--- src/generic_serial_host_mode_host_pkg.sv ---
package generic_serial_host_mode_host_pkg;

   // System clock and serial clock limits
   localparam int unsigned CLK_MHZ       = 200;
   localparam int unsigned SCLK_MAX_MHZ  = 50;
   // Least half period in system cycles, rounded up so the link never beats the limit
   localparam int unsigned SCLK_HALF_MIN = (CLK_MHZ + 2 * SCLK_MAX_MHZ - 1) / (2 * SCLK_MAX_MHZ);

   // Transfer size limits
   localparam int unsigned FRAME_MAX_BYTES = 2048;
   localparam int unsigned LEN_W           = 10;
   localparam int unsigned BIT_W           = 5;
   localparam logic [LEN_W-1:0] WORDS_MAX  = LEN_W'(FRAME_MAX_BYTES / 4);

   // Register offsets of the host's own APB map
   localparam logic [7:0] OFS_CTRL    = 8'h00;
   localparam logic [7:0] OFS_CMD     = 8'h04;
   localparam logic [7:0] OFS_LEN     = 8'h08;
   localparam logic [7:0] OFS_TXDATA  = 8'h0c;
   localparam logic [7:0] OFS_RXDATA  = 8'h10;
   localparam logic [7:0] OFS_STATUS  = 8'h14;
   localparam logic [7:0] OFS_DEVSTAT = 8'h18;

   // Control register fields
   localparam int unsigned CTRL_START   = 0;
   localparam int unsigned CTRL_MODE    = 1;
   localparam int unsigned CTRL_WORD32  = 3;
   localparam int unsigned CTRL_BIG     = 4;
   localparam int unsigned CTRL_STAT_EN = 5;
   localparam int unsigned CTRL_IRQ_POL = 6;
   localparam int unsigned CTRL_WAKE    = 7;

   // Status register fields
   localparam int unsigned STS_BUSY     = 0;
   localparam int unsigned STS_TX_FULL  = 1;
   localparam int unsigned STS_RX_FULL  = 2;
   localparam int unsigned STS_DONE     = 3;
   localparam int unsigned STS_REFUSED  = 4;
   localparam int unsigned STS_IRQ      = 5;
   localparam int unsigned STS_DEV_ERR  = 6;
   localparam int unsigned STS_PREP     = 7;
   localparam int unsigned STS_PKT_IRQ  = 8;
   localparam int unsigned STS_PKT_AVL  = 9;

   // Values after reset
   localparam logic RST_WORD32  = 1'b0;
   localparam logic RST_BIG     = 1'b0;
   localparam logic RST_STAT_EN = 1'b1;
   localparam logic RST_IRQ_POL = 1'b1;

   // Device status word fields
   localparam int unsigned DST_NOT_AVAIL = 0;
   localparam int unsigned DST_UNDERFLOW = 1;
   localparam int unsigned DST_OVERFLOW  = 2;
   localparam int unsigned DST_PKT_IRQ   = 3;
   localparam int unsigned DST_RX_READY  = 5;
   localparam int unsigned DST_PKT_AVAIL = 8;
   localparam int unsigned DST_LEN_LO    = 9;
   localparam int unsigned DST_LEN_HI    = 19;

   // Device configuration function: wake-up bit in the register at address 0
   localparam logic [31:0] CFG_WAKE_ADDR = 32'h0000_0000;
   localparam logic [31:0] WAKE_WORD     = 32'h0000_0080;

   typedef enum logic [1:0] {MODE_WRITE, MODE_WRRD, MODE_CMD, MODE_RDDATA} mode_t;

   // Byte order on the wire; applying it twice gives back the word
   function automatic logic [31:0] order_word(input logic [31:0] w, input logic word32, input logic big);
      logic [31:0] o;
      if (big) begin
         o = {w[7:0], w[15:8], w[23:16], w[31:24]};
      end else if (word32) begin
         o = w;
      end else begin
         o = {w[15:0], w[31:16]};
      end
      return o;
   endfunction : order_word

endpackage : generic_serial_host_mode_host_pkg

--- src/sclk_link_if.sv ---
`timescale 1ns/10ps
interface sclk_link_if;
   logic run;
   logic rise;
   logic fall;
   logic sclk;
   modport gen (input run, output rise, output fall, output sclk);
   modport eng (output run, input rise, input fall, input sclk);
endinterface : sclk_link_if

--- src/pin_sync.sv ---
`timescale 1ns/10ps
module pin_sync #(
   parameter int unsigned W = 1
) (
   input  logic         clk_i,
   input  logic         arst_n_i,
   input  logic [W-1:0] d_i,
   output logic [W-1:0] q_o
);
   typedef struct packed {
      logic [W-1:0] meta;
      logic [W-1:0] sync;
   } sync_t;

   sync_t r, next_r;

   if (W < 1) begin : g_bad_w
      $error("pin_sync needs at least one bit");
   end

   // Two stages; the first is read by the second only
   always_comb begin
      next_r      = r;
      next_r.meta = d_i;
      next_r.sync = r.meta;
   end

   always_ff @(posedge clk_i or negedge arst_n_i) begin
      if (!arst_n_i) begin
         r <= '0;
      end else begin
         r <= next_r;
      end
   end

   assign q_o = r.sync;
endmodule : pin_sync

--- src/sclk_gen.sv ---
`timescale 1ns/10ps
module sclk_gen
   import generic_serial_host_mode_host_pkg::*;
#(
   parameter int unsigned HALF = SCLK_HALF_MIN
) (
   input  logic      clk_i,
   input  logic      arst_n_i,
   sclk_link_if.gen  lk
);
   localparam int unsigned CW = (HALF > 1) ? $clog2(HALF) : 1;

   typedef struct packed {
      logic [CW-1:0] cnt;
      logic          sclk;
   } gen_t;

   gen_t r, next_r;
   logic tick;

   // Anything shorter would run the link above its limit
   if (HALF < SCLK_HALF_MIN) begin : g_bad_half // RL5
      $error("sclk_gen half period below the serial clock limit");
   end

   // Toggle pulses, one system cycle each
   assign tick    = lk.run && (r.cnt == CW'(HALF - 1));
   assign lk.rise = tick && !r.sclk;
   assign lk.fall = tick && r.sclk;
   assign lk.sclk = r.sclk;

   // Divider; stopping the clock parks it low
   always_comb begin
      next_r = r;
      if (!lk.run) begin
         next_r.cnt  = '0;
         next_r.sclk = 1'b0;
      end else if (tick) begin
         next_r.cnt  = '0;
         next_r.sclk = !r.sclk;
      end else begin
         next_r.cnt = r.cnt + CW'(1);
      end
   end

   always_ff @(posedge clk_i or negedge arst_n_i) begin
      if (!arst_n_i) begin
         r <= '0;
      end else begin
         r <= next_r;
      end
   end
endmodule : sclk_gen

--- src/generic_serial_host_mode_host.sv ---
// Implementation choices: the APB slave port and the placing of the registers.
`timescale 1ns/10ps
// Contract
// RL1 - Device reuses card pins: data out, interrupt, chip select, data in.
// RL2 - Words are 16 or 32 bits; shifting aligns to the chosen word size. The host always shifts 32-bit words; word32 only sets the byte order.
// RL3 - Byte order little or big endian in both word sizes.
// RL4 - Each transaction opens with a 32-bit command word on data in.
// RL5 - Host never runs the serial clock above 50 MHz.
// RL6 - One transfer carries at most 2 KB of frame data.
// RL7 - Device returns data a fixed delay after the command.
// RL8 - Device shift edge is configurable.
// RL9 - Host shows first bit half a period early, later bits on falling edges.
// RL10 - Device captures command and write data on the active edge.
// RL11 - In write/read the first read bit is valid before the first rising edge.
// RL12 - A plain read is always preceded by a separate preparing write.
// RL13 - Plain read raises chip select between command and data phases.
// RL14 - Device may return a status word after each read or write.
// RL15 - A configuration bit disables status without changing phase timing.
// RL16 - Status bits 0 to 2: data not available, underflow, overflow.
// RL17 - Status bit 3 packet channel interrupt, bit 5 receive FIFO ready.
// RL18 - Status bit 8 packet waiting, bits 9 to 19 its length.
// RL19 - Host writes 1 to the wake-up bit to start the device.
// RL20 - Host uses the same wake-up procedure to leave sleep.
// RL21 - Device raises its interrupt line when it has news.
// RL22 - On interrupt the host reads interrupt or status to find the cause.
// RL23 - Wake-up is bit 7 of configuration register 0x00.
// RL24 - Configuration bit 4 picks rising-only or rising/falling edge use.
// RL25 - Configuration bit 5 sets interrupt polarity, high by default.
// RL26 - Configuration 0x0002 bit 0 enables status, default on.
// RL27 - Chip select low frames one transaction; partial words dropped at its rise.
// RL28 - Device drives zeros while the host sends command and write data; the device model sends its reply words during write data.
module generic_serial_host_mode_host
   import generic_serial_host_mode_host_pkg::*;
#(
   parameter int unsigned SCLK_HALF = SCLK_HALF_MIN
) (
   input  logic        clk_i,
   input  logic        arst_n_i,
   input  logic        psel_i,
   input  logic        penable_i,
   input  logic        pwrite_i,
   input  logic [7:0]  paddr_i,
   input  logic [31:0] pwdata_i,
   output logic [31:0] prdata_o,
   output logic        pready_o,
   output logic        pslverr_o,
   output logic        sclk_o,
   output logic        cs_n_o,
   output logic        serial_data_in_o,
   input  logic        serial_data_out_i,
   input  logic        dev_irq_i
);
   typedef enum logic [1:0] {E_IDLE, E_SHIFT, E_WAIT, E_END} eng_t;
   typedef enum logic [1:0] {PH_CMD, PH_DATA, PH_STAT} phase_t;

   typedef struct packed {
      eng_t             st;
      phase_t           ph;
      mode_t            mode;
      logic             word32;
      logic             big;
      logic             stat_en;
      logic             irq_pol;
      logic             wake;
      logic [31:0]      cmd;
      logic [LEN_W-1:0] len;
      logic [31:0]      txdata;
      logic             tx_full;
      logic [31:0]      rxdata;
      logic             rx_full;
      logic             done;
      logic             refused;
      logic             prep;
      logic [31:0]      devstat;
      logic [LEN_W-1:0] left;
      logic [31:0]      tx_sh;
      logic [31:0]      rx_sh;
      logic [BIT_W-1:0] cnt;
      logic             word_done;
      logic             cs_n;
      logic             mosi;
      logic             run;
      logic [31:0]      prdata;
   } state_t;

   state_t      r, next_r;
   logic [1:0]  sync_q;
   logic        dout_s;
   logic        irq_s;
   logic        irq_act;
   logic        setup;
   logic        access;
   logic        wr;
   logic        rx_store;
   logic        refuse_rd;

   sclk_link_if lk ();

   function automatic logic is_mapped(input logic [7:0] a);
      return a inside {OFS_CTRL, OFS_CMD, OFS_LEN, OFS_TXDATA, OFS_RXDATA, OFS_STATUS, OFS_DEVSTAT};
   endfunction : is_mapped

   // Device data out and interrupt come from outside the clock domain
   pin_sync #(
      .W        (2)
   ) u_sync (
      .clk_i    (clk_i),
      .arst_n_i (arst_n_i),
      .d_i      ({dev_irq_i, serial_data_out_i}), // RL1
      .q_o      (sync_q)
   );

   // Serial clock made here by division, so it is no second domain
   sclk_gen #(
      .HALF     (SCLK_HALF)
   ) u_gen (
      .clk_i    (clk_i),
      .arst_n_i (arst_n_i),
      .lk       (lk.gen)
   );

   // Pin and bus handshake
   assign dout_s    = sync_q[0];
   assign irq_s     = sync_q[1];
   assign irq_act   = (irq_s == r.irq_pol); // RL25 RL21
   assign lk.run    = r.run;
   assign setup     = psel_i && !penable_i;
   assign access    = psel_i && penable_i;
   assign wr        = access && pwrite_i;
   assign pready_o  = 1'b1;                  // Zero wait states
   assign pslverr_o = access && !is_mapped(paddr_i);

   // Register writes first, engine next, so a hardware set beats a software clear
   always_comb begin
      logic             wk;
      logic             fin;
      mode_t            md;
      logic [LEN_W-1:0] ln;
      logic [31:0]      rd;
      wk        = 1'b0;
      fin       = 1'b0;
      md        = MODE_WRITE;
      ln        = '0;
      rd        = '0;
      next_r    = r;
      rx_store  = 1'b0;
      refuse_rd = 1'b0;

      if (wr && paddr_i == OFS_CTRL) begin
         // Configuration only moves between transactions
         if (r.st == E_IDLE) begin
            next_r.mode    = mode_t'(pwdata_i[CTRL_MODE +: 2]);
            next_r.word32  = pwdata_i[CTRL_WORD32];
            next_r.big     = pwdata_i[CTRL_BIG];
            next_r.stat_en = pwdata_i[CTRL_STAT_EN];
            next_r.irq_pol = pwdata_i[CTRL_IRQ_POL];
         end
         if (pwdata_i[CTRL_START]) begin
            wk = pwdata_i[CTRL_WAKE];
            md = wk ? MODE_WRITE : mode_t'(pwdata_i[CTRL_MODE +: 2]);       // RL19 RL20
            ln = wk ? LEN_W'(1) : r.len;
            refuse_rd = (md == MODE_RDDATA) && !r.prep;                     // RL12
            if (r.st != E_IDLE || ln == '0 || ln > WORDS_MAX || refuse_rd) begin // RL6
               next_r.refused = 1'b1;
            end else begin
               next_r.mode      = md;
               next_r.wake      = wk;
               next_r.left      = ln;
               next_r.cs_n      = 1'b0;                                     // RL27
               next_r.cnt       = '0;
               next_r.word_done = 1'b0;
               if (md == MODE_RDDATA) begin
                  // Data half of a split read opens without a command
                  next_r.ph   = PH_DATA;
                  next_r.st   = E_WAIT;
                  next_r.prep = 1'b0;
               end else begin
                  next_r.ph    = PH_CMD;
                  next_r.st    = E_SHIFT;
                  next_r.run   = 1'b1;
                  next_r.tx_sh = order_word(r.cmd, next_r.word32, next_r.big); // RL4 RL3
                  next_r.mosi  = next_r.tx_sh[31];                          // RL9
               end
            end
         end
      end
      if (wr && paddr_i == OFS_CMD) begin
         next_r.cmd = pwdata_i;
      end
      if (wr && paddr_i == OFS_LEN) begin
         next_r.len = pwdata_i[LEN_W-1:0];
      end
      if (wr && paddr_i == OFS_STATUS) begin
         if (pwdata_i[STS_DONE]) begin
            next_r.done = 1'b0;
         end
         if (pwdata_i[STS_REFUSED]) begin
            next_r.refused = 1'b0;
         end
      end
      if (access && !pwrite_i && paddr_i == OFS_RXDATA) begin
         next_r.rx_full = 1'b0;
      end

      // Transaction engine
      unique case (r.st)
         E_IDLE: begin
            // Keep the select that an accepted start has just lowered
            next_r.cs_n = (next_r.st == E_IDLE);
         end
         E_SHIFT: begin
            if (lk.rise) begin
               // Host samples on the rising edge only
               next_r.rx_sh     = {r.rx_sh[30:0], dout_s};                  // RL11 RL24 RL7
               next_r.cnt       = r.cnt + BIT_W'(1);
               next_r.word_done = (r.cnt == '1);                            // RL2
            end
            if (lk.fall && !r.word_done) begin
               next_r.tx_sh = {r.tx_sh[30:0], 1'b0};
               next_r.mosi  = r.tx_sh[30];                                  // RL9
            end else if (lk.fall) begin
               next_r.word_done = 1'b0;
               unique case (r.ph)
                  PH_CMD: begin
                     if (r.mode == MODE_CMD) begin
                        fin = 1'b1;                                         // RL13
                     end else begin
                        next_r.ph  = PH_DATA;
                        next_r.run = 1'b0;
                        next_r.st  = E_WAIT;
                     end
                  end
                  PH_DATA: begin
                     if (r.mode inside {MODE_WRRD, MODE_RDDATA}) begin
                        next_r.rxdata  = order_word(r.rx_sh, r.word32, r.big); // RL3
                        next_r.rx_full = 1'b1;
                        rx_store       = 1'b1;
                     end
                     next_r.left = r.left - LEN_W'(1);
                     if (r.left != LEN_W'(1)) begin
                        next_r.run = 1'b0;
                        next_r.st  = E_WAIT;
                     end else if (r.stat_en) begin
                        // Status word follows at once, clock kept running
                        next_r.ph    = PH_STAT;                             // RL14 RL26
                        next_r.tx_sh = '0;
                        next_r.mosi  = 1'b0;
                     end else begin
                        fin = 1'b1;
                     end
                  end
                  PH_STAT: begin
                     next_r.devstat = order_word(r.rx_sh, r.word32, r.big); // RL14
                     fin            = 1'b1;
                  end
                  default: begin
                     fin = 1'b1;
                  end
               endcase
            end
         end
         E_WAIT: begin
            // Clock parked low until software has room or data
            if (r.mode inside {MODE_WRRD, MODE_RDDATA}) begin
               if (!r.rx_full) begin
                  next_r.tx_sh = '0;
                  next_r.mosi  = 1'b0;
                  next_r.run   = 1'b1;
                  next_r.st    = E_SHIFT;
               end
            end else if (r.wake || r.tx_full) begin
               next_r.tx_sh   = order_word(r.wake ? WAKE_WORD : r.txdata, r.word32, r.big); // RL23
               next_r.mosi    = next_r.tx_sh[31];
               next_r.tx_full = r.wake && r.tx_full;
               next_r.run     = 1'b1;
               next_r.st      = E_SHIFT;
            end
         end
         E_END: begin
            next_r.cs_n = 1'b1;                                             // RL27 RL13
            next_r.done = 1'b1;
            next_r.wake = 1'b0;
            next_r.st   = E_IDLE;
         end
      endcase

      if (fin) begin
         next_r.run = 1'b0;
         next_r.st  = E_END;
         if (r.mode inside {MODE_WRITE, MODE_CMD}) begin
            next_r.prep = 1'b1;                                             // RL12
         end
      end

      // A write after the engine took the old word must not be lost
      if (wr && paddr_i == OFS_TXDATA) begin
         next_r.txdata  = pwdata_i;
         next_r.tx_full = 1'b1;
      end

      // Read data is latched in the setup cycle
      if (setup) begin
         unique case (paddr_i)
            OFS_CTRL: begin
               rd[CTRL_MODE +: 2] = r.mode;
               rd[CTRL_WORD32]    = r.word32;
               rd[CTRL_BIG]       = r.big;
               rd[CTRL_STAT_EN]   = r.stat_en;
               rd[CTRL_IRQ_POL]   = r.irq_pol;
            end
            OFS_CMD:     rd = r.cmd;
            OFS_LEN:     rd[LEN_W-1:0] = r.len;
            OFS_TXDATA:  rd = r.txdata;
            OFS_RXDATA:  rd = r.rxdata;
            OFS_STATUS: begin
               rd[STS_BUSY]    = (r.st != E_IDLE);
               rd[STS_TX_FULL] = r.tx_full;
               rd[STS_RX_FULL] = r.rx_full;
               rd[STS_DONE]    = r.done;
               rd[STS_REFUSED] = r.refused;
               rd[STS_IRQ]     = irq_act;                                   // RL22
               rd[STS_DEV_ERR] = |r.devstat[DST_OVERFLOW:DST_NOT_AVAIL];   // RL16
               rd[STS_PREP]    = r.prep;
               rd[STS_PKT_IRQ] = r.devstat[DST_PKT_IRQ];                   // RL17
               rd[STS_PKT_AVL] = r.devstat[DST_PKT_AVAIL];                 // RL18
            end
            OFS_DEVSTAT: rd = r.devstat;
            default:     rd = '0;
         endcase
         next_r.prdata = rd;
      end
   end

   always_ff @(posedge clk_i or negedge arst_n_i) begin
      if (!arst_n_i) begin
         r         <= '0;
         r.word32  <= RST_WORD32;
         r.big     <= RST_BIG;
         r.stat_en <= RST_STAT_EN;
         r.irq_pol <= RST_IRQ_POL;
         r.cs_n    <= 1'b1;
      end else begin
         r <= next_r;
      end
   end

   assign prdata_o         = r.prdata;
   assign sclk_o           = lk.sclk;
   assign cs_n_o           = r.cs_n;
   assign serial_data_in_o = r.mosi;
endmodule : generic_serial_host_mode_host

--- config.mk ---
export PLATFORM = sky130hd
export DESIGN_NAME = generic_serial_host_mode_host
export DESIGN_NICKNAME = d
export VERILOG_FILES = /design/src/generic_serial_host_mode_host_pkg.sv /design/src/sclk_link_if.sv /design/src/pin_sync.sv /design/src/sclk_gen.sv /design/src/generic_serial_host_mode_host.sv
export SDC_FILE = /design/constraint.sdc
export NUM_CORES = 1
export LEC_CHECK = 0
export ABC_AREA = 1
export BUFFER_PORTS_ARGS = -buffer_cell sky130_fd_sc_hd__buf_4
export CORE_ASPECT_RATIO = 1.75
export CORE_MARGIN = 2
export CORE_UTILIZATION = 25
export CTS_CLUSTER_SIZE = 20
export DETAILED_ROUTE_END_ITERATION = 12
export PLACE_DENSITY_LB_ADDON = 0.3
export SLEW_MARGIN = 20
export SYNTH_ARGS = -nofsm -noshare
export SYNTH_HDL_FRONTEND = slang
export SYNTH_SLANG_ARGS = --single-unit
--- constraint.sdc ---
create_clock -name clk_i -period 6.05 [get_ports clk_i]
set_input_delay 1.21 -clock clk_i [delete_from_list [all_inputs] [get_ports clk_i]]
set_output_delay 1.21 -clock clk_i [all_outputs]
set_load 0.05 [all_outputs]
# [After elaboration in Yosys (flattened, before gate mapping)]
# Index checks and enable logic that the tools add are counted.
[totals] register_bits=275 input_bits=47 out_inout_bits=37 elab_cells=217
[op_classes] order_cmp=1 reduce_logical=54 eq_ne=23 bitwise=1 add_sub_neg=3 muxes=104
[op_table] cell="$mux 32" count=14
[op_table] cell="$mux 42" count=5
[op_table] cell="$pmux 22 s4" count=1
[op_table] cell="$pmux 32 s2" count=1
[op_table] cell="$pmux 6 s7" count=1
[op_table] cell="$mux 1" count=39
[op_table] cell="$mux 2" count=18
[op_table] cell="$mux 6" count=6
[op_table] cell="$mux 10" count=3
[op_table] cell="$mux 9" count=3
[op_table] cell="$eq 8x5->1 const B" count=3
[op_table] cell="$pmux 3 s6" count=1
[op_table] cell="$reduce_bool 2->1" count=9
[op_table] cell="$logic_and 1x1->1" count=17
[op_table] cell="$eq 8x4->1 const B" count=2
[op_table] cell="$mux 4" count=4
[op_table] cell="$eq 2x2->1 const B" count=6
[op_table] cell="$mux 11" count=1
[op_table] cell="$gt 10x10->1 const B" count=1
[op_table] cell="$logic_not 10->1" count=1
[op_table] cell="$ne 10x1->1 const B" count=1
[op_table] cell="$sub 10x1->10 const B" count=1
[op_table] cell="$reduce_and 3->1" count=3
[op_table] cell="$eq 8x3->1 const B" count=1
[op_table] cell="23 further kinds" count=44

# [Longest topological paths before layout]
[logic_depth] depth_word=17 depth_mapped=14 depth_no_buf=13

# [Modules after synthesis]
# Synthesis repeated with hierarchy kept, for this count alone.
[hier_totals] hier_cells=2011 area_unflattened_um2=14965.6
[by_module_without_submodules] mod="generic_serial_host_mode_host" seq_area_each_um2=6710.2 instances=1 cells_per_inst=1995 area_per_inst_um2=14775.4
[by_module_without_submodules] mod="pin_sync" seq_area_each_um2=100.1 instances=1 cells_per_inst=4 area_per_inst_um2=100.1
[by_module_without_submodules] mod="sclk_gen" seq_area_each_um2=50.0 instances=1 cells_per_inst=12 area_per_inst_um2=90.1

# [Least setup slack after synthesis]
# Ideal clock, no wire load.
[synth_timing] kind="input port to output port" from="input paddr_i[1]" to="output pslverr_o" stages=4 t_required_ns=4.840 path_buffers=0 arrival_ns=2.089 path_slack_ns=2.751 path_cell_list="nor2_1 > inv_1 > a311oi_1 > nor2_1"
[synth_between] elab_chain_len=4 word_cells_on_any_way=10 cone_classes="eq/ne (6); reduce/logical (4)"
[synth_lines] item="start: declaration" line_no="generic_serial_host_mode_host.sv:42" text="input logic [7:0] paddr_i,"
[synth_lines] item="$eq 8x3->1 (tied with other cells)" line_no="generic_serial_host_mode_host.sv:100" text="return a inside {OFS_CTRL, OFS_CMD, OFS_LEN, OFS_TXDATA, OFS_RXDATA, OFS_STATUS, OFS_DEVSTAT};"
[synth_lines] item="$reduce_bool 7->1 (*)" line_no="generic_serial_host_mode_host.sv:100"
[synth_lines] item="$logic_not 1->1 (*)" line_no="generic_serial_host_mode_host.sv:131" text="assign pslverr_o = access && !is_mapped(paddr_i);"
[synth_lines] item="$logic_and 1x1->1 (*)" line_no="generic_serial_host_mode_host.sv:131"
[synth_lines] item="end: declaration" line_no="generic_serial_host_mode_host.sv:46" text="output logic pslverr_o,"
# Every way passes the cells marked *; elsewhere a longest branch is shown, timed or not.

==> metrics <==
worst r2r src=r[268]; share of layout cells above drive strength 1=0.09460; largest family of logic cells by synthesized area=compound AO/OA/AOI/OAI gates; wire per inst=~21 um; Resized Gates After CTS=0; CTS sink cnt=274; die area=62160 sq um; ys async rst share=1.000; final-stage net count=2053; Root Buffer=clkbuf_16; Synth Area in Compound Gates=0.2201; Synth Area in Simple Gates=0.1952; Period minus WS final=3420 ps; Tcrit/Tclk final=0.5654; crit path max fanout=35; Max Clock Skew=about 25 ps; Max Freq=approximately 300 MHz; largest net degree at the start of global routing=between 100 and 150; Clk Latency, worst-skew pair=600 ps; crit path capture=r[85]; top-area cell type share of the netlist area=0.4513; Critical Path AT=between 3000 and 4000 ps; Syn Area/Cell=7.468 sq um; Fin Setup TNS=0 ps; n_diodes=0; Post-CTS Hold Fix Bufs=0; final instance area=around 17000 sq um; Lkg Pwr=7.847 nW; initial antenna violation count=0; Worst-path clk slew=around 60 ps; GRT Total Usage=0.1838; Die H=328.3 um; Via density=between 4 and 5; post-synthesis mux area share=0.002248; crit start category=register; depth of the most critical reg-to-reg path=12; htree depth=1; Area contributors post-synth=dfrtp_1, nand2_1, o21ai_0, inv_1, a21oi_1; WP data required=6520 ps; number of global-route vias before repair=14048; Seq/Total Area, Yosys=0.4566; core area=59350 sq um; min-delay worst type=reg2reg; Synth area leader=dfrtp_1; Syn. warnings=0; Routed Antenna Nets=0; grt total ovfl=0; critical path endpoint category=register; synth unique cells=48; # fillers=6514; DRC Markers=0; Placement Cell Area=16050 sq um; Worst Max-Slew Pin Slew=1108 ps; flop-to-flop setup slack=2630 ps; post-CTS setup buffers=0; pwr/cell area=244.6 nW/um^2; Setup violations, final=0; RSZ-0062 raised after global routing=no; vias=13935; gpl congestion=0.9176; area grow syn2layout=13.21%; Die Width=around 190 um; Yosys reg bits=274; Post-Syn Area=15030 sq um; IO buf count=~80; Final Util=0.2866; Hold Fails Final Rpt=0; Num CTS Buffers=29; EDFF count, synth=0; Slew headroom=0.2612; outcome=complete, no violations; Post-Route WL=57.53 mm; drt pass-1 iters=6; XOR/XNOR share of the synthesized area=0.001749; Synth Instances=2012; dominant synthesized flop cell=dfrtp_1; Worst VDD drop=around 0.18 mV; Syn Nets=2068; Top-Level Pins=84; DPL Wire Length=approximately 42 mm; Max Buffers Root-to-Sink=3; crit path from=r[268]; adder-cell area share of the yosys netlist=0.007494; initial core utilization=0.2532; Initial DRC Count=1106; Row Count=118; max-cap violation count=0; critical path type=reg2reg; max-slew violation count=0; reg-to-reg critical path endpoint=r[85]; first-pass GRT wire length=around 87 mm; TritonCTS clock tree=built
-- area by class of cell --
cell class,count,area (sq um),share of cell area
clock buffers,43,828.3,0.04869
clock inverters,10,123.9,0.007282
inverters,264,991.0,0.05825
multi-input cells,1326,6444,0.3788
flip-flops and latches,274,6863,0.4034
well taps,780,975.9,0.05737
repair buffers,102,785.8,0.04619
-- worst min path at each step --
stage                           from             to  depth (start not counted)
finish              u_sync.next_r[0]  u_sync.q_o[0]                          0
global route        u_sync.next_r[1]  u_sync.q_o[1]                          0
detailed placement  u_sync.next_r[0]  u_sync.q_o[0]                          0
CTS                 u_sync.next_r[0]  u_sync.q_o[0]                          0
global placement    u_sync.next_r[1]  u_sync.q_o[1]                          0
floorplan           u_sync.next_r[0]  u_sync.q_o[0]                          0
-- synthesized netlist by cell type, types with 15 or more instances --
cell type	count
buf_4	34
o21ai_0	318
a21oi_1	115
inv_1	256
nand3_1	60
o211ai_1	17
o22ai_1	69
buf_2	18
nor3_1	15
clkbuf_1	83
nor2_1	106
dfrtp_1	271
nand2_1	505
a22oi_1	37
-- cell families (layout without fill, tap and decap cells) --
group	Yosys count	count (layout)
adder cells (fa/ha/maj)	9	9
AND/OR/NAND/NOR	715	715
AO/OA/AOI/OAI	595	595
other	1	1
buffers and inverters	412	419
flip-flops	274	274
XOR/XNOR	3	3
multiplexers	3	3
-- power breakdown --
part	internal, mW	switching (mW)
clock network	1.04	0.814
logic	0.112	0.257
registers	1.91	0.0333
-- state kept, by name, indices dropped and copies added (netlist names) --
signal / cells
r: 233
prdata_o: 32
u_sync.next_r: 2
u_sync.q_o: 2
cs_n_o: 1
lk.run: 1
serial_data_in_o: 1
u_gen.lk.sclk: 1
u_gen.r: 1
-- cells in the final DEF (no fill, tap or decap), drive strengths merged, types with 43 or more instances in the layout --
| cell type | synthesis | layout |
|---|---|---|
| a21oi | 115 | 115 |
| buf | 65 | 102 |
| clkbuf | 83 | 43 |
| dfrtp | 271 | 271 |
| inv | 261 | 262 |
| nand2 | 511 | 511 |
| nand3 | 62 | 62 |
| nor2 | 117 | 117 |
| o21ai | 327 | 327 |
| o22ai | 69 | 69 |
-- per-layer routing --
layer	global-route usage	share of wire
met1	0.1932	0.35
met5	0	0
met2	0.3337	0.51
met4	0.1475	0.093
met3	0.01611	0.038
-- stage by stage --
stage	setup slack [ps]	total power, mW	hold slack (ps)	cells
after floorplan	2751	2.184	331.2	2012
after global placement	2164	2.339	336.1	2746
after detailed placement	2102	2.345	336.2	2746
after CTS	2670	4.208	349.8	2799
after global routing	2506	4.312	366.2	2799
final	2630	4.161	346.6	2799
-- critical path, cell delays in order, from the launching register on --
cell     delay, ps
dfrtp_1        430
inv_1          140
ha_1           380
inv_1          200
nand2_1        100
nand2_1         80
buf_4          230
inv_1          790
o21ai_0        160
o21ai_0        490
nand2_1        120
nand3_1        110
nand2_1         50
(Power assumes the default switching activity.)
